===== src/uwf_pkg.sv =====
`default_nettype none
// ==========================================
// Shared constants for the serial block
package uwf_pkg;
    // Clock rates in MHz, reference tick made by accumulation
    localparam int         CLK_MHZ      = 125;
    localparam int         REF_MHZ      = 24;
    localparam logic [7:0] ACC_STEP     = 8'(REF_MHZ);
    localparam logic [7:0] ACC_WRAP     = 8'(CLK_MHZ);
    // FIFO geometry
    localparam int         FIFO_DEPTH   = 4;
    localparam logic [2:0] FIFO_FULL    = 3'(FIFO_DEPTH);
    localparam logic [2:0] RTS_MAX_USED = 3'(FIFO_DEPTH - 2);
    localparam logic [15:0] OVR_AHEAD   = 16'(FIFO_DEPTH);
    // Frame lengths in bit times
    localparam logic [3:0] DATA_LEN8    = 4'h8;
    localparam logic [3:0] DATA_LEN7    = 4'h7;
    localparam logic [3:0] FRAME_FIXED  = 4'h2;
    localparam logic [3:0] FRAME_MIN    = 4'h9;
    localparam logic [3:0] FRAME_MAX    = 4'hc;
    // Register byte offsets
    localparam logic [7:0] ADDR_DATA    = 8'h00;
    localparam logic [7:0] ADDR_CTRL    = 8'h04;
    localparam logic [7:0] ADDR_BRI     = 8'h08;
    localparam logic [7:0] ADDR_BRF     = 8'h0c;
    localparam logic [7:0] ADDR_STAT    = 8'h10;
    localparam logic [7:0] ADDR_DMAC    = 8'h14;
    localparam logic [7:0] ADDR_ERRA    = 8'h18;
    localparam logic [7:0] ADDR_ERRB    = 8'h1c;
    localparam logic [7:0] ADDR_EVEN    = 8'h20;
    localparam logic [7:0] ADDR_EVSEL   = 8'h24;
    // serial_line_control fields
    localparam int         CTL_STOP2    = 0;
    localparam int         CTL_PAR_EN   = 1;
    localparam int         CTL_PAR_ODD  = 2;
    localparam int         CTL_HS_EN    = 3;
    localparam int         CTL_AUTO_RTS = 4;
    localparam int         CTL_RTS      = 5;
    localparam int         CTL_DATA7    = 6;
    localparam int         CTL_W        = 7;
    localparam logic [6:0] CTL_RST      = 7'h20;
    localparam logic [15:0] BRI_RST     = 16'h0068;
    // Status fields
    localparam int         ST_TXIDLE    = 0;
    localparam int         ST_TXSPACE   = 1;
    localparam int         ST_RXVAL     = 2;
    localparam int         ST_OVR       = 3;
    localparam int         ST_TXCNT     = 4;
    localparam int         ST_RXCNT     = 8;
    localparam int         DMAC_RX_DMA_RESET   = 0;
    localparam int         ERR_VALID    = 16;
    // Events
    localparam int         EV_W         = 10;
    localparam int         EV_LVL_W     = 3;
    localparam int         EV_TXIDLE    = 0;
    typedef enum logic [1:0] {TX_IDLE = 2'b00, TX_SHIFT = 2'b01} uwf_tx_t;
    typedef enum logic [1:0] {RX_IDLE = 2'b00, RX_START = 2'b01, RX_BITS = 2'b10} uwf_rx_t;
endpackage
`default_nettype wire


===== src/uwf_top.sv =====
`default_nettype none
// Operation
// Bit period is 2N+F ticks of a 24 MHz reference.
// Software keeps the integer divisor at 8 or more.
// Transmit one stop bit, or two when the stop bit is set.
// Receiver checks only one stop bit.
// Parity enable adds a parity bit both ways.
// Parity is XOR of data bits, inverted when odd selected.
// Frame: start, data LSB first, optional parity, stop bits.
// Frame spans 9 to 12 bit times.
// Lines idle high; a character starts with a falling edge.
// Four-deep FIFOs; data port writes push, reads pop.
// With handshake on, start only while clear-to-send is low.
// A started character always completes.
// Auto request: drive low when two or more FIFO slots free.
// Without auto request, pin follows the software bit.
// Handshake off: no gating on transmit.
// Receive DMA records offset of first errored character per buffer.
// Overrun flags at once, records offset four characters ahead.
// Error record cleared by DMA reset or buffer reload.
// Transmit idle event, edge or level.
// Transmit space event, edge or level.
// Receive valid event, edge or level.
// Buffer complete events on falling active status.
// Events for parity error, framing error and lost character.
// Character arriving into a full FIFO is lost, overrun set.
// Data length of seven or eight bits selectable.
// Start bit verified mid-bit; later bits sampled at centre.
module uwf_top
    import uwf_pkg::*;
(
    input  wire logic        pclk,
    input  wire logic        presetn,
    input  wire logic        psel,
    input  wire logic        penable,
    input  wire logic        pwrite,
    input  wire logic [7:0]  paddr,
    input  wire logic [31:0] pwdata,
    output var  logic [31:0] prdata,
    output var  logic        pready,
    output var  logic        pslverr,
    input  wire logic        rxd,
    output var  logic        txd,
    input  wire logic        clear_to_send_n,
    output var  logic        request_to_send_n,
    input  wire logic        dma_tx_valid,
    input  wire logic [7:0]  dma_tx_data,
    output var  logic        dma_tx_ready,
    output var  logic        dma_rx_valid,
    output var  logic [7:0]  dma_rx_data,
    input  wire logic        dma_rx_take,
    input  wire logic        dma_rx_buf_b,
    input  wire logic [15:0] dma_rx_offset,
    input  wire logic        tx_buf_a_active,
    input  wire logic        tx_buf_b_active,
    input  wire logic        rx_buf_a_active,
    input  wire logic        rx_buf_b_active,
    output var  logic [9:0]  event_out
);

    // ==========================================
    // Registers and decode
    logic [CTL_W-1:0]    ctrl_r;
    logic [15:0]         bri_r;
    logic                brf_r;
    logic [EV_W-1:0]     even_r;
    logic [EV_LVL_W-1:0] evsel_r;
    logic                ovr_r;
    logic                apb_pend, wr_en, rd_en, rx_dma_reset;
    logic [31:0]         rd_val;
    logic                rd_ok;
    logic                hs_en, auto_rts, par_en, data7;
    logic [3:0]          dlen;

    assign apb_pend = psel && penable && !pready;
    assign wr_en    = psel && penable && pready && pwrite;
    assign rd_en    = psel && penable && pready && !pwrite;
    assign rx_dma_reset    = wr_en && paddr == ADDR_DMAC && pwdata[DMAC_RX_DMA_RESET];
    assign hs_en    = ctrl_r[CTL_HS_EN];
    assign auto_rts = ctrl_r[CTL_AUTO_RTS];
    assign par_en   = ctrl_r[CTL_PAR_EN];
    assign data7    = ctrl_r[CTL_DATA7];
    assign dlen     = data7 ? DATA_LEN7 : DATA_LEN8;

    // ==========================================
    // FIFO storage
    logic [7:0] tx_mem [FIFO_DEPTH];
    logic [9:0] rx_mem [FIFO_DEPTH];
    logic [1:0] tx_wr_r, tx_rd_r, rx_wr_r, rx_rd_r;
    logic [2:0] tx_cnt_r, rx_cnt_r;
    logic       tx_push, tx_pop, rx_push, rx_pop, rx_full, rx_done;
    logic       tx_go, rx_pe, rx_fe, dma_pop;
    logic [7:0] rx_data;

    // Pushes from data port or DMA, pops by shifter
    assign tx_push = ((wr_en && paddr == ADDR_DATA) || (dma_tx_valid && dma_tx_ready))
                     && tx_cnt_r != FIFO_FULL;
    assign tx_pop  = tx_go;
    assign rx_full = rx_cnt_r == FIFO_FULL;
    assign rx_push = rx_done && !rx_full;
    assign dma_pop = dma_rx_valid && dma_rx_take;
    assign rx_pop  = ((rd_en && paddr == ADDR_DATA) || dma_pop) && rx_cnt_r != 3'h0;

    // Transmit FIFO
    always_ff @(posedge pclk or negedge presetn)
    begin
        if (!presetn)
        begin
            tx_wr_r  <= 2'h0;
            tx_rd_r  <= 2'h0;
            tx_cnt_r <= 3'h0;
        end
        else
        begin
            if (tx_push)
            begin
                tx_mem[tx_wr_r] <= (wr_en && paddr == ADDR_DATA) ? pwdata[7:0] : dma_tx_data;
                tx_wr_r         <= tx_wr_r + 2'h1;
            end
            if (tx_pop)
                tx_rd_r <= tx_rd_r + 2'h1;
            tx_cnt_r <= tx_cnt_r + 3'(tx_push) - 3'(tx_pop);
        end
    end

    // Receive FIFO, flags stored beside data
    always_ff @(posedge pclk or negedge presetn)
    begin
        if (!presetn)
        begin
            rx_wr_r  <= 2'h0;
            rx_rd_r  <= 2'h0;
            rx_cnt_r <= 3'h0;
        end
        else
        begin
            if (rx_push)
            begin
                rx_mem[rx_wr_r] <= {rx_fe, rx_pe, rx_data};
                rx_wr_r         <= rx_wr_r + 2'h1;
            end
            if (rx_pop)
                rx_rd_r <= rx_rd_r + 2'h1;
            rx_cnt_r <= rx_cnt_r + 3'(rx_push) - 3'(rx_pop);
        end
    end

    // DMA handshakes, masked while a data port access is due
    always_ff @(posedge pclk or negedge presetn)
    begin
        if (!presetn)
        begin
            dma_tx_ready <= 1'b0;
            dma_rx_valid <= 1'b0;
            dma_rx_data  <= 8'h00;
        end
        else
        begin
            dma_tx_ready <= tx_cnt_r + 3'(tx_push) - 3'(tx_pop) != FIFO_FULL
                            && !(apb_pend && pwrite && paddr == ADDR_DATA);
            dma_rx_valid <= rx_cnt_r != 3'h0 && !rx_pop
                            && !(apb_pend && !pwrite && paddr == ADDR_DATA);
            dma_rx_data  <= rx_mem[rx_rd_r][7:0];
        end
    end

    // ==========================================
    // Baud reference and bit period
    logic [7:0]  acc_r;
    logic        ref_tick_r;
    logic [16:0] bit_per;

    assign bit_per = {bri_r, 1'b0} + 17'(brf_r);

    // 24 MHz tick from the 125 MHz clock
    always_ff @(posedge pclk or negedge presetn)
    begin
        if (!presetn)
        begin
            acc_r      <= 8'h00;
            ref_tick_r <= 1'b0;
        end
        else if (acc_r + ACC_STEP >= ACC_WRAP)
        begin
            acc_r      <= acc_r + ACC_STEP - ACC_WRAP;
            ref_tick_r <= 1'b1;
        end
        else
        begin
            acc_r      <= acc_r + ACC_STEP;
            ref_tick_r <= 1'b0;
        end
    end

    // ==========================================
    // Transmitter
    uwf_tx_t     tx_st_r;
    logic [11:0] tx_sh_r, tx_word;
    logic [3:0]  tx_left_r, tx_len;
    logic [16:0] tx_tcnt_r;
    logic        tx_par, tx_busy;

    assign tx_busy = tx_st_r == TX_SHIFT;
    assign tx_go   = !tx_busy && tx_cnt_r != 3'h0
                     && (!hs_en || !clear_to_send_n);

    // Frame image after the start bit, stop ones above
    always_comb
    begin
        tx_word = {4'hf, tx_mem[tx_rd_r]};
        if (data7)
            tx_word[7] = 1'b1;
        tx_par = ^(tx_word[7:0] & {!data7, 7'h7f}) ^ ctrl_r[CTL_PAR_ODD];
        if (par_en)
            tx_word[dlen] = tx_par;
        tx_len = dlen + 4'(par_en) + 4'(ctrl_r[CTL_STOP2]) + FRAME_FIXED;
    end

    // Shifter, start bit then LSB first
    always_ff @(posedge pclk or negedge presetn)
    begin
        if (!presetn)
        begin
            tx_st_r   <= TX_IDLE;
            txd       <= 1'b1;
            tx_sh_r   <= 12'hfff;
            tx_left_r <= 4'h0;
            tx_tcnt_r <= 17'h0;
        end
        else
        begin
            unique case (tx_st_r)
                TX_IDLE:
                begin
                    txd <= 1'b1;
                    if (tx_go)
                    begin
                        txd       <= 1'b0;
                        tx_sh_r   <= tx_word;
                        tx_left_r <= tx_len - 4'h1;
                        tx_tcnt_r <= bit_per - 17'h1;
                        tx_st_r   <= TX_SHIFT;
                    end
                end
                TX_SHIFT:
                begin
                    if (ref_tick_r && tx_tcnt_r == 17'h0)
                    begin
                        if (tx_left_r == 4'h0)
                            tx_st_r <= TX_IDLE;
                        else
                        begin
                            txd       <= tx_sh_r[0];
                            tx_sh_r   <= {1'b1, tx_sh_r[11:1]};
                            tx_left_r <= tx_left_r - 4'h1;
                            tx_tcnt_r <= bit_per - 17'h1;
                        end
                    end
                    else if (ref_tick_r)
                        tx_tcnt_r <= tx_tcnt_r - 17'h1;
                end
            endcase
        end
    end

    // ==========================================
    // Receiver
    uwf_rx_t     rx_st_r;
    logic [9:0]  rx_sh_r;
    logic [3:0]  rx_idx_r;
    logic [16:0] rx_tcnt_r;
    logic        rxd_q_r, rx_samp;

    assign rx_samp = ref_tick_r && rx_tcnt_r == 17'h0;
    assign rx_done = rx_st_r == RX_BITS && rx_samp && rx_idx_r == dlen + 4'(par_en);
    assign rx_data = data7 ? {1'b0, rx_sh_r[6:0]} : rx_sh_r[7:0];
    assign rx_pe   = par_en && (^rx_data ^ ctrl_r[CTL_PAR_ODD] ^ rx_sh_r[dlen]);
    assign rx_fe   = !rxd;

    // Mid-bit start check, centre sampling
    always_ff @(posedge pclk or negedge presetn)
    begin
        if (!presetn)
        begin
            rx_st_r   <= RX_IDLE;
            rxd_q_r   <= 1'b1;
            rx_sh_r   <= 10'h000;
            rx_idx_r  <= 4'h0;
            rx_tcnt_r <= 17'h0;
        end
        else
        begin
            rxd_q_r <= rxd;
            if (ref_tick_r && rx_tcnt_r != 17'h0)
                rx_tcnt_r <= rx_tcnt_r - 17'h1;
            unique case (rx_st_r)
                RX_IDLE:
                    if (rxd_q_r && !rxd)
                    begin
                        rx_tcnt_r <= 17'(bri_r) - 17'h1;
                        rx_st_r   <= RX_START;
                    end
                RX_START:
                    if (rx_samp)
                    begin
                        rx_st_r   <= rxd ? RX_IDLE : RX_BITS;
                        rx_tcnt_r <= bit_per - 17'h1;
                        rx_idx_r  <= 4'h0;
                    end
                RX_BITS:
                    if (rx_samp)
                    begin
                        rx_sh_r[rx_idx_r] <= rxd;
                        rx_idx_r          <= rx_idx_r + 4'h1;
                        rx_tcnt_r         <= bit_per - 17'h1;
                        if (rx_done)
                            rx_st_r <= RX_IDLE;
                    end
                default:
                    rx_st_r <= RX_IDLE;
            endcase
        end
    end

    // ==========================================
    // Request-to-send pin
    always_ff @(posedge pclk or negedge presetn)
    begin
        if (!presetn)
            request_to_send_n <= 1'b1;
        else if (hs_en && auto_rts)
            request_to_send_n <= rx_cnt_r > RTS_MAX_USED;
        else
            request_to_send_n <= ctrl_r[CTL_RTS];
    end

    // ==========================================
    // Receive DMA error offsets per buffer
    logic [1:0]  rxb_act, rxb_prev_r, err_v_r;
    logic [15:0] err_off_r [2];
    logic        dma_err;

    assign rxb_act = {rx_buf_b_active, rx_buf_a_active};
    assign dma_err = dma_pop && rx_mem[rx_rd_r][9:8] != 2'h0;

    for (genvar i = 0; i < 2; i++)
    begin : g_err
        always_ff @(posedge pclk or negedge presetn)
        begin
            if (!presetn)
            begin
                err_v_r[i]   <= 1'b0;
                err_off_r[i] <= 16'h0000;
            end
            else if (dma_rx_buf_b == (i == 1) && !err_v_r[i] && dma_err)
            begin
                err_v_r[i]   <= 1'b1;
                err_off_r[i] <= dma_rx_offset;
            end
            else if (dma_rx_buf_b == (i == 1) && !err_v_r[i] && rx_done && rx_full)
            begin
                err_v_r[i]   <= 1'b1;
                err_off_r[i] <= dma_rx_offset + OVR_AHEAD;
            end
            else if (rx_dma_reset || (rxb_act[i] && !rxb_prev_r[i]))
                err_v_r[i] <= 1'b0;
        end
    end

    // ==========================================
    // Events
    logic [EV_LVL_W-1:0] lvl, lvl_prev_r, lvl_ev;
    logic [3:0]          act, act_prev_r;

    assign lvl    = {rx_cnt_r != 3'h0, tx_cnt_r != FIFO_FULL,
                     !tx_busy && tx_cnt_r == 3'h0};
    assign act    = {rxb_act, tx_buf_b_active, tx_buf_a_active};
    assign lvl_ev = (evsel_r & lvl) | (~evsel_r & lvl & ~lvl_prev_r);

    // Edge history and gated event outputs
    always_ff @(posedge pclk or negedge presetn)
    begin
        if (!presetn)
        begin
            lvl_prev_r <= '0;
            act_prev_r <= 4'h0;
            rxb_prev_r <= 2'h0;
            event_out  <= '0;
        end
        else
        begin
            lvl_prev_r <= lvl;
            act_prev_r <= act;
            rxb_prev_r <= rxb_act;
            event_out  <= even_r & {rx_done && rx_full, rx_done && rx_fe,
                                    rx_done && rx_pe, act_prev_r & ~act, lvl_ev};
        end
    end

    // ==========================================
    // APB register file
    always_comb
    begin
        rd_val = 32'h0;
        rd_ok  = 1'b1;
        case (paddr)
            ADDR_DATA:  rd_val = (rx_cnt_r != 3'h0) ? 32'(rx_mem[rx_rd_r]) : 32'h0;
            ADDR_CTRL:  rd_val = 32'(ctrl_r);
            ADDR_BRI:   rd_val = 32'(bri_r);
            ADDR_BRF:   rd_val = 32'(brf_r);
            ADDR_STAT:
            begin
                rd_val[ST_TXIDLE]           = lvl[0];
                rd_val[ST_TXSPACE]          = lvl[1];
                rd_val[ST_RXVAL]            = lvl[2];
                rd_val[ST_OVR]              = ovr_r;
                rd_val[ST_TXCNT +: 3]       = tx_cnt_r;
                rd_val[ST_RXCNT +: 3]       = rx_cnt_r;
            end
            ADDR_DMAC:  rd_val = 32'h0;
            ADDR_ERRA:  rd_val = 32'({err_v_r[0], err_off_r[0]});
            ADDR_ERRB:  rd_val = 32'({err_v_r[1], err_off_r[1]});
            ADDR_EVEN:  rd_val = 32'(even_r);
            ADDR_EVSEL: rd_val = 32'(evsel_r);
            default:    rd_ok  = 1'b0;
        endcase
    end

    // One wait state, answer registered
    always_ff @(posedge pclk or negedge presetn)
    begin
        if (!presetn)
        begin
            pready  <= 1'b0;
            prdata  <= 32'h0;
            pslverr <= 1'b0;
        end
        else
        begin
            pready  <= apb_pend;
            prdata  <= apb_pend && !pwrite ? rd_val : 32'h0;
            pslverr <= apb_pend && !rd_ok;
        end
    end

    // Writable configuration
    always_ff @(posedge pclk or negedge presetn)
    begin
        if (!presetn)
        begin
            ctrl_r  <= CTL_RST;
            bri_r   <= BRI_RST;
            brf_r   <= 1'b0;
            even_r  <= '0;
            evsel_r <= '0;
        end
        else if (wr_en)
        begin
            case (paddr)
                ADDR_CTRL:  ctrl_r  <= pwdata[CTL_W-1:0];
                ADDR_BRI:   bri_r   <= pwdata[15:0];
                ADDR_BRF:   brf_r   <= pwdata[0];
                ADDR_EVEN:  even_r  <= pwdata[EV_W-1:0];
                ADDR_EVSEL: evsel_r <= pwdata[EV_LVL_W-1:0];
                default:    ;
            endcase
        end
    end

    // Overrun flag, set wins over write-one clear
    always_ff @(posedge pclk or negedge presetn)
    begin
        if (!presetn)
            ovr_r <= 1'b0;
        else if (rx_done && rx_full)
            ovr_r <= 1'b1;
        else if (wr_en && paddr == ADDR_STAT && pwdata[ST_OVR])
            ovr_r <= 1'b0;
    end
endmodule
`default_nettype wire

===== config.mk =====
export PLATFORM = sky130hd
export DESIGN_NAME = uwf_top
export DESIGN_NICKNAME = d
export VERILOG_FILES = /design/src/uwf_pkg.sv /design/src/uwf_top.sv
export SDC_FILE = /design/constraint.sdc
export NUM_CORES = 1
export LEC_CHECK = 0
export ABC_AREA = 0
export BUFFER_PORTS_ARGS = -buffer_cell sky130_fd_sc_hd__buf_2
export CAP_MARGIN = 30
export CORE_UTILIZATION = 50
export CTS_CLUSTER_DIAMETER = 100
export DETAILED_ROUTE_END_ITERATION = 12
export GPL_TIMING_DRIVEN = 0
export PLACE_DENSITY = 0.74
export SLEW_MARGIN = 20
export SYNTH_ARGS = -nofsm -noshare
export SYNTH_HDL_FRONTEND = slang
export SYNTH_SLANG_ARGS = --single-unit

===== constraint.sdc =====
create_clock -name pclk -period 4 [get_ports pclk]
set_clock_uncertainty 0.2 [all_clocks]
set_input_delay 0.8 -clock pclk [delete_from_list [all_inputs] [get_ports pclk]]
set_output_delay 0.8 -clock pclk [all_outputs]
set_load 0.02 [all_outputs]

==> results of run 1 <==
==> how the worst max path moves through the flow <==
stage,end,slack [ns],cells after the start
6_report,dma_tx_ready,0.20,12
2_1_floorplan,dma_tx_ready,0.28,12
4_1_cts,rx_cnt_r[2],0.04,13
5_1_grt,tx_sh_r[2],0.04,10
3_5_place_dp,dma_tx_ready,-0.85,12
3_3_place_gp,rx_mem[0][6],-1.80,2
==> sequential cells by signal (all words and copies together), names as in the netlist, 9 cells and up <==
register,cells
rx_mem,40
rx_sh_r,9
tx_sh_r,9
tx_tcnt_r,17
tx_mem,32
event_out,10
even_r,10
prdata,17
err_off_r,32
bri_r,16
rx_tcnt_r,17
==> through the flow <==
stage	area, sq um	power (mW)	setup TNS (ns)	util (%)
floorplan	14300	4.83	0	-
global placement	15200	5.35	-449.04	54.7
detailed placement	15300	5.44	-8.30	55.0
CTS	16400	8.33	0	58.8
global route	16400	8.68	0	58.9
finish	16400	8.31	0	58.9
==> layer usage <==
metal / vias to the layer above / global-route usage (%) / part of all wire (%) / wire, microns
met2: 422 / 41.5 / 47 / 17100
met1: 5296 / 36.1 / 43 / 15400
met3: 72 / 3.31 / 6.9 / 2520
met5: - / 0 / 0 / 0
li1: 4870 / - / - / -
met4: 0 / 8.73 / 3.3 / 1200
==> layout make-up <==
cell class / instances / area, sq um
Multi-Input combinational cell: 881 / 6410
Clock inverter: 17 / 228
Clock buffer: 35 / 800
Sequential cell: 279 / 7360
Buffer: 75 / 354
Fill cell: 2256 / 11500
Antenna cell: 1 / 2.50
Timing Repair Buffer: 103 / 578
Tap cell: 378 / 473
Inverter: 53 / 199
==> synth_stat cells, types with 15 or more instances <==
| cell type | n | area share (%) |
|---|---|---|
| a21oi_1 | 61 | 2.1 |
| mux4_2 | 18 | 2.9 |
| mux2_1 | 18 | 1.4 |
| o22ai_1 | 23 | 1.0 |
| edfxtp_1 | 72 | 15 |
| ha_1 | 38 | 3.3 |
| dfstp_2 | 16 | 3.0 |
| nor2_1 | 93 | 2.5 |
| nand2_1 | 103 | 2.7 |
| buf_4 | 15 | 0.79 |
| inv_1 | 53 | 1.4 |
| a31oi_1 | 16 | 0.70 |
| clkbuf_1 | 54 | 1.4 |
| and3_1 | 21 | 0.92 |
| mux2_2 | 72 | 5.7 |
| nand3_1 | 26 | 0.92 |
| xor2_1 | 33 | 2.0 |
| mux2i_1 | 16 | 1.1 |
| dfrtp_1 | 191 | 34 |
| xnor2_1 | 65 | 4.0 |
| nor4_1 | 17 | 0.75 |
| nor3_1 | 33 | 1.2 |
| o21ai_0 | 50 | 1.8 |
==> power by group <==
part	switching (mW)	internal [mW]	leakage [nW]	total, mW
sequential	0.313	3.34	3.27	3.66
clock	1.14	1.74	0.511	2.88
combinational	1.03	0.742	3.22	1.77
total	2.48	5.83	7.01	8.31
==> worst max-delay path, stage by stage <==
cell and delay (ns):
clkbuf_1 0.28, nor4_2 0.44, and2_0 0.39, nand2_2 0.31
a21boi_4 0.36, inv_1 0.11, ha_1 0.28, inv_1 0.04
ha_1 0.19, fa_1 0.51, nor2_1 0.05, a32oi_1 0.27
==> cells by family after synthesis <==
| kind of cell | synth area share (%) |
|---|---|
| buffers and inverters | 3.89 |
| adders and majority gates | 3.77 |
| muxes | 11.1 |
| other | 0.0264 |
| and+or+nand+nor | 13.4 |
| DFF | 51.8 |
| xor gates and xnor gates | 6.04 |
| AOI/OAI and AO/OA | 9.96 |
==> repair_timing <==
action,CTS,global route
gates resized for setup,5,5
endpoints found under the hold margin,38,0
setup endpoints to repair,4,3
hold buffers,1,0
==> flow_summary_export.csv, run 1 <==
group,metric,value,unit
global_routing,grt_start_max_net_pins,84,
routing,firstDrtPassIters,5,
worst_setup_path,path_max_fanout,10,
floorplan,die_area,29100,sq um
global_routing,grt_first_pass_wirelength,57.7,mm
final_layout,final_cell_mix,"dfrtp_1 (191), nand2_1 (102), buf_2 (99)",
sta,min_period,3.80,ns
sta,hold_viol,0,
clocking,clkTransAtPathRegs,0.07,ns
worst_setup_path,cp.arrival,4.03,ns
min_path,hp-start,"tx_buf_b_active",
clocking,clkSinkCount,279,
sta,whs,0.157,ns
worst_setup_path,cp-start-kind,"input port",
sta,setup_viol,0,
floorplan,io-pin-count,134,
worst_setup_path,required,4.24,ns
sta,timing.final.ws_setup,0.202,ns
floorplan,fp.dieH,171,microns
global_routing,antenna_found_initial,1,
run,cap_viol_max_count,0,
worst_setup_path,startpoint,"paddr[2]",
synth,synth_ff_type,"dfrtp_1",
synth,synth_cells,1274,
routing,drc,0,
worst_setup_path,critPathKind,"in -> reg",
final_layout,mostFrequentLayoutCell,"dfrtp_1",
placement,dp_hpwl,26.6,mm
floorplan,rows,61,
clocking,cts_buffer_depth,3,
sta,maxSlewViolCount,0,
global_routing,grt.total_usage,25.8,%
synth,avgSynthCellArea,11.2,sq um
routing,first_iter_violations,978,
global_routing,grt_pass1_vias,10400,
worst_setup_path,reg2regPathDepth,13,
placement,port_buffers,99,
sta,fmax,0.263,GHz
synth,netlist_area,14200,sq um
final_layout,layout-drive-gt1-share,20.7,%
floorplan,core-area,27900,sq um
sta,rsz0062_at_grt,"no",
clocking,clock-root-buffer,"clkbuf_16",
placement,place_ws,-0.848,ns
final_layout,area_growth,15.5,%
placement,dpl.cell_count,1768,
placement,gp_congestion,0.926,
min_path,min_path_type,"in -> reg",
synth,async_reset_ff_share,74.2,%
worst_setup_path,r2r-start,"ref_tick_r",
sta,period_share,94.9,%
worst_setup_path,worstReg2RegEnd,"rx_cnt_r[2]",
synth,synth-seq-cells,279,
min_path,min_path_cells,1,
synth,ys_seq_area_share,51.8,%
routing,dr_total_vias,10700,
routing,ant_nets,0,
floorplan,fp.dieW,171,microns
power_and_ir_drop,max-vdd-ir-drop,0.000399,V
routing,routed_via_density,5.85,
clocking,cts_tree,"done",
worst_setup_path,worst-r2r-setup-slack,0.23,ns
power_and_ir_drop,leakage,7.01,nW
clocking,clk-insertion-delay-late,0.56,ns
final_layout,fin_cells,1822,
synth,synth-edff-count,72,
power_and_ir_drop,p_per_area,507,nW/um^2
routing,wirelength,36.3,mm
clocking,postCtsSetupBuffers,0,
outcome,status,"finished clean",
min_path,holdPathEnd,"act_prev_r[1]",
global_routing,grt_overflow,0,
synth,ys_types,72,
worst_setup_path,endpoint_kind,"register",
synth,ys_warn_count,0,
clocking,numCtsBuffers,28,
routing,avgRoutedWirePerCell,19.9,microns
sta,worstMarginPinSlew,0.886,ns
sta,slew_headroom,40.1,%
clocking,h-tree-depth,1,
final_layout,nNetsFinal,1540,
floorplan,start_util,51.0,%
Note: power is estimated with default switching activity, not from simulation.
==> inputs of run 2 (changes only) <==
CORE_MARGIN = 1.5   (was not set)
PLACE_DENSITY = 0.77   (was 0.74)
clock period = 3.24 ns   (was 4 ns; I/O delays follow)
==> flow_summary_export.csv, run 2 (same netlist as run 1, synthesis figures left out) <==
group,metric,value,unit
floorplan,fp.dieH,172,microns
worst_setup_path,crit_path_cell_trace,"or4_4 > or3_4 > or4_4 > buf_4 > nor4_2 > nand2_1 > mux2_2",
final_layout,largest-register,"rx_mem",
worst_setup_path,cp.arrival,3.46,ns
floorplan,core-area,27900,sq um
placement,dp_hpwl,26.0,mm
worst_setup_path,worst_path_largest_cell_delay,0.57,ns
routing,route.met3.wl,2.98,mm
power_and_ir_drop,pwr-share-comb,22.3,%
routing,wl_met2,17.2,mm
global_routing,grt_pass1_vias,10300,
sta,setup_tns,0,ns
sta,setup_viol,0,
final_layout,nNetsFinal,1564,
power_and_ir_drop,internal_power,7.39,mW
sta,hold_viol,0,
clocking,clk-insertion-delay-late,0.58,ns
routing,ant_nets,0,
worst_setup_path,cpMostUsedCell,"or4_4",
floorplan,die_area,29400,sq um
sta,whs,0.113,ns
power_and_ir_drop,power,10.6,mW
worst_setup_path,required,3.49,ns
routing,top_layer,"met4",
final_layout,reg_top3,"rx_mem x40, err_off_r x32, tx_mem x32",
routing,first_iter_violations,1236,
clocking,cts_buffer_depth,3,
worst_setup_path,cp-start-kind,"register",
final_layout,mostFrequentLayoutCell,"dfrtp_1",
routing,avgRoutedWirePerCell,19.9,microns
worst_setup_path,critPathKind,"reg -> reg",
sta,worstMarginPinSlew,0.834,ns
clocking,cts_tree,"done",
sta,period_share,99.1,%
routing,drc,0,
power_and_ir_drop,p_clk_share,35.1,%
clocking,clkTransAtPathRegs,0.07,ns
outcome,status,"finished clean",
final_layout,fill_cells,2218,
global_routing,grt_first_pass_wirelength,57.6,mm
global_routing,grt_overflow,0,
sta,maxSlewViolCount,0,
final_layout,area_growth,18.3,%
final_layout,layout-drive-gt1-share,23.5,%
sta,fmax,0.311,GHz
placement,place_ws,-0.852,ns
global_routing,antenna_found_initial,0,
floorplan,fp.dieW,172,microns
floorplan,start_util,51.0,%
routing,dr_total_vias,10800,
routing,m1WireLength,15.4,mm
sta,timing.final.ws_setup,0.0295,ns
placement,port_buffers,99,
routing,routed_via_density,5.84,
power_and_ir_drop,p_per_area,628,nW/um^2
sta,slew_headroom,44.4,%
final_layout,design_area,16800,sq um
placement,postPlaceCellArea,15300,sq um
global_routing,grt_start_max_net_pins,100,
final_layout,multiInputGateArea,6550,sq um
power_and_ir_drop,max-vdd-ir-drop,0.000571,V
routing,firstDrtPassIters,7,
power_and_ir_drop,seq_power_share,42.7,%
worst_setup_path,cp_num_buf_inv,1,
final_layout,seqCellArea,7370,sq um
final_layout,final_cell_mix,"dfrtp_1 (187), nand2_1 (102), buf_2 (99)",
clocking,clock-root-buffer,"clkbuf_16",
routing,wirelength,36.7,mm
floorplan,io-pin-count,134,
global_routing,grt.total_usage,25.5,%
clocking,h-tree-depth,1,
worst_setup_path,cpLargestDelayFamily,"simple AND/OR/NAND/NOR gates",
min_path,min_path_type,"in -> reg",
worst_setup_path,endpoint_kind,"register",
power_and_ir_drop,leakage,7.20,nW
floorplan,rows,61,
worst_setup_path,slowest_stage,"or4_4",
worst_setup_path,path_max_fanout,4,
power_and_ir_drop,switchingPower,3.17,mW
sta,min_period,3.21,ns
final_layout,largest_reg_flops,40,
clocking,numCtsBuffers,29,
clocking,clkSinkCount,279,
placement,gp_congestion,0.931,
power_and_ir_drop,swShare,30.0,%
run,cap_viol_max_count,0,
final_layout,antenna-diode-count,0,
[run 2: cell count changes in the layout (fill, tap and decap cells not counted), sizes merged]
cell / delta
buf: +19
inv: +1
clkbuf: -4
dlygate4sd3: +5
clkinvlp: +4
clkinv: -4
bufinv: +2
diode: -1
[run 2: layout make-up]
class | instances | share of cell area, %
clock buffers | 32 | 4.44
well taps | 378 | 2.81
plain buffers | 73 | 2.14
inverters | 53 | 1.18
repair buffers | 128 | 4.78
flip-flops and latches | 279 | 43.8
multi-input cells | 881 | 38.9
clock inverters | 20 | 1.88
[run 2: stage by stage]
step	cells	utilization, %
final	1844	60.4
after global routing	1844	60.4
after CTS	1835	59.8
after detailed placement	1768	55.1
after global placement	1765	54.8
after floorplan	1288	-
[run 2: per-layer routing]
| layer | vias up | track usage [%] |
|---|---|---|
| li1 | 4909 | - |
| met1 | 5271 | 35.7 |
| met2 | 496 | 41.3 |
| met3 | 89 | 3.66 |
| met4 | 0 | 7.74 |
| met5 | - | 0 |
[run 2: path summary, 6_finish.rpt]
kind | start | end | slack [ns] | cells past startpoint
worst max-delay path | rx_tcnt_r[9] | rx_sh_r[3] | 0.03 | 7
worst min-delay path | pwdata[13] | bri_r[13] | 0.11 | 2
worst max register to register | rx_tcnt_r[9] | rx_sh_r[3] | 0.03 | 7
worst min register to register | act_prev_r[0] | event_out[3] | 0.28 | 1
max in group asynchronous | presetn | txd | 1.33 | 4
min in group asynchronous | presetn | rx_wr_r[0] | 0.32 | 2
[run 2: what timing repair did]
| action | in CTS | in global routing |
|---|---|---|
| endpoints found under the setup margin | 122 | 76 |
| gates cloned | 1 | 1 |
| endpoints found under the hold margin | 28 | 0 |
| pin swaps | 5 | 5 |
| buffers inserted | 10 | 8 |
| hold buffers | 6 | 0 |
| gates resized for setup | 26 | 23 |
[run 2: power groups by stage]
stage | registers, mW | clock network, mW | logic (mW)
after global placement | 4.53 | 0 | 2.07
after global routing | 4.57 | 3.87 | 2.56
after floorplan | 4.53 | 0 | 1.44
after CTS | 4.50 | 3.74 | 2.29
after detailed placement | 4.56 | 0 | 2.13
final | 4.51 | 3.70 | 2.35
==> inputs of run 3 (changes only) <==
--- a/config.mk
+++ b/config.mk
@@ -10,2 +10,3 @@
 export CAP_MARGIN = 30
+export CORE_ASPECT_RATIO = 0.9
 export CORE_MARGIN = 1.5
--- a/constraint.sdc
+++ b/constraint.sdc
@@ -4,2 +4,2 @@
 set_output_delay 0.648 -clock pclk [all_outputs]
-set_load 0.02 [all_outputs]
+set_load 0.01 [all_outputs]
==> flow_summary_export.csv, run 3 (same netlist as run 1, synthesis figures left out) <==
group,metric,value,unit
outcome,status,"finished with violations",
outcome,violations,"setup timing",
sta,min_period,3.25,ns
sta,period_share,100,%
floorplan,io-pin-count,134,
floorplan,start_util,50.9,%
worst_setup_path,startpoint,"rx_tcnt_r[11]",
global_routing,grt_overflow,0,
global_routing,grt_start_max_net_pins,100,
final_layout,nNetsFinal,1556,
worst_setup_path,crit_path_cell_trace,"or4_4 > buf_6 > nor3_4 > and3_4 > nand3_4 > a21oi_4 > inv_1 > ha_1 > inv_1 > ha_1 > inv_2 > fa_2 > inv_1",
worst_setup_path,required,3.51,ns
clocking,cts_tree,"done",
floorplan,rows,58,
worst_setup_path,cpLargestDelayFamily,"simple AND/OR/NAND/NOR gates",
routing,dr_total_vias,10900,
worst_setup_path,cp-start-kind,"register",
final_layout,largest_reg_flops,40,
sta,maxSlewViolCount,0,
floorplan,die_area,29400,sq um
floorplan,fp.dieH,163,microns
clocking,clkSinkCount,279,
power_and_ir_drop,leakage,7.16,nW
floorplan,fp.dieW,181,microns
clocking,clk-insertion-delay-late,0.57,ns
routing,ant_nets,0,
worst_setup_path,cpMostUsedCell,"inv_1",
sta,setup_tns,-0.00616,ns
worst_setup_path,cp.arrival,3.52,ns
power_and_ir_drop,p_per_area,633,nW/um^2
run,cap_viol_max_count,0,
placement,port_buffers,99,
routing,routed_via_density,5.98,
routing,firstDrtPassIters,6,
clocking,numCtsBuffers,28,
sta,setup_viol,1,
worst_setup_path,slowest_stage,"or4_4",
placement,dp_hpwl,26.5,mm
sta,rsz0062_at_grt,"yes",
routing,first_iter_violations,1101,
sta,slew_headroom,42.5,%
final_layout,reg_top3,"rx_mem x40, err_off_r x32, tx_mem x32",
sta,hold_viol,0,
power_and_ir_drop,power,10.6,mW
global_routing,antenna_found_initial,1,
sta,worstMarginPinSlew,0.855,ns
placement,gp_congestion,0.956,
worst_setup_path,endpoint_kind,"register",
min_path,min_path_type,"in -> reg",
worst_setup_path,r2r-start,"rx_tcnt_r[11]",
final_layout,layout-drive-gt1-share,23.3,%
worst_setup_path,cp_num_buf_inv,5,
final_layout,antenna-diode-count,0,
clocking,cts_buffer_depth,3,
min_path,hp-start,"tx_buf_b_active",
clocking,clock-root-buffer,"clkbuf_16",
routing,drc,0,
sta,fmax,0.308,GHz
routing,wirelength,37.0,mm
final_layout,area_growth,17.6,%
global_routing,grt.total_usage,25.1,%
worst_setup_path,path_max_fanout,5,
final_layout,final_util,59.8,%
routing,avgRoutedWirePerCell,20.3,microns
worst_setup_path,worst_path_largest_cell_delay,0.55,ns
final_layout,mostFrequentLayoutCell,"dfrtp_1",
global_routing,grt_pass1_vias,10400,
global_routing,grt_first_pass_wirelength,57.9,mm
final_layout,final_cell_mix,"dfrtp_1 (189), nand2_1 (102), buf_2 (99)",
clocking,h-tree-depth,1,
floorplan,core-area,27900,sq um
clocking,clkTransAtPathRegs,0.07,ns
final_layout,largest-register,"rx_mem",
power_and_ir_drop,max-vdd-ir-drop,0.000726,V
worst_setup_path,critPathKind,"reg -> reg",
sta,timing.final.ws_setup,-0.00616,ns
-- run 3: cell count changes in the layout (fill, tap and decap cells not counted), sizes merged --
| cell | delta |
|---|---|
| buf | -3 |
| clkinv | +1 |
| clkbuf | -2 |
| bufinv | +1 |
| clkinvlp | -3 |
| inv | +1 |
| dlygate4sd3 | -4 |
| o21ai | +1 |
-- run 3: layout make-up --
| type | count | area, sq um |
|---|---|---|
| Multi-Input combinational cell | 882 | 6560 |
| Fill cell | 2214 | 11200 |
| Clock buffer | 31 | 722 |
| Inverter | 53 | 199 |
| Clock inverter | 20 | 338 |
| Timing Repair Buffer | 121 | 727 |
| Buffer | 72 | 348 |
| Sequential cell | 279 | 7360 |
| Tap cell | 360 | 450 |
-- run 3: worst paths after layout --
path / endpoint / cells past startpoint / slack [ns]
worst max-delay path: rx_cnt_r[1] / 13 / -0.006
worst min-delay path: act_prev_r[1] / 1 / 0.02
worst max register to register: rx_cnt_r[1] / 13 / -0.006
worst min register to register: event_out[4] / 1 / 0.29
max in group asynchronous: rx_tcnt_r[15] / 3 / 1.66
min in group asynchronous: rx_rd_r[1] / 2 / 0.35
-- run 3: per-stage QoR --
stage / cell area, sq um / worst slack [ns] / cells / hold WS, ns
after floorplan: 14300 / -0.0242 / 1288 / 0.152
after global placement: 15200 / -2.31 / 1747 / 0.269
after detailed placement: 15300 / -0.781 / 1750 / 0.274
after CTS: 16600 / -0.00920 / 1808 / 0.0107
after global routing: 16700 / -0.0485 / 1818 / 0.00944
final: 16700 / -0.00616 / 1818 / 0.0230
-- run 3: repair_timing --
action	CTS	global route
hold endpoints to repair	35	0
cloned	1	1
pin swaps	6	6
gates resized for setup	24	24
setup buffers	7	9
setup endpoints to repair	113	71
hold buffers	2	0
-- run 3: power breakdown --
group	internal (mW)	switching (mW)
logic	1.04	1.32
registers	4.13	0.394
clock network	2.26	1.42
total	7.43	3.14
-- run 3: worst register-to-register path, delay by kind of cell (launching register included) --
kind	cells	cell delay, ns
AO/OA/AOI/OAI	1	0.16
AND/OR/NAND/NOR	4	1.19
buffers and inverters	5	0.32
adder cells (fa/ha/maj)	3	0.90
flip-flops	1	0.38
-- run 3: per-layer routing --
metal | part of all wire [%] | GRT usage (%)
met5 | 0 | 0
met4 | 2.9 | 7.41
met3 | 9.0 | 3.85
met2 | 46 | 39.4
met1 | 42 | 36.1
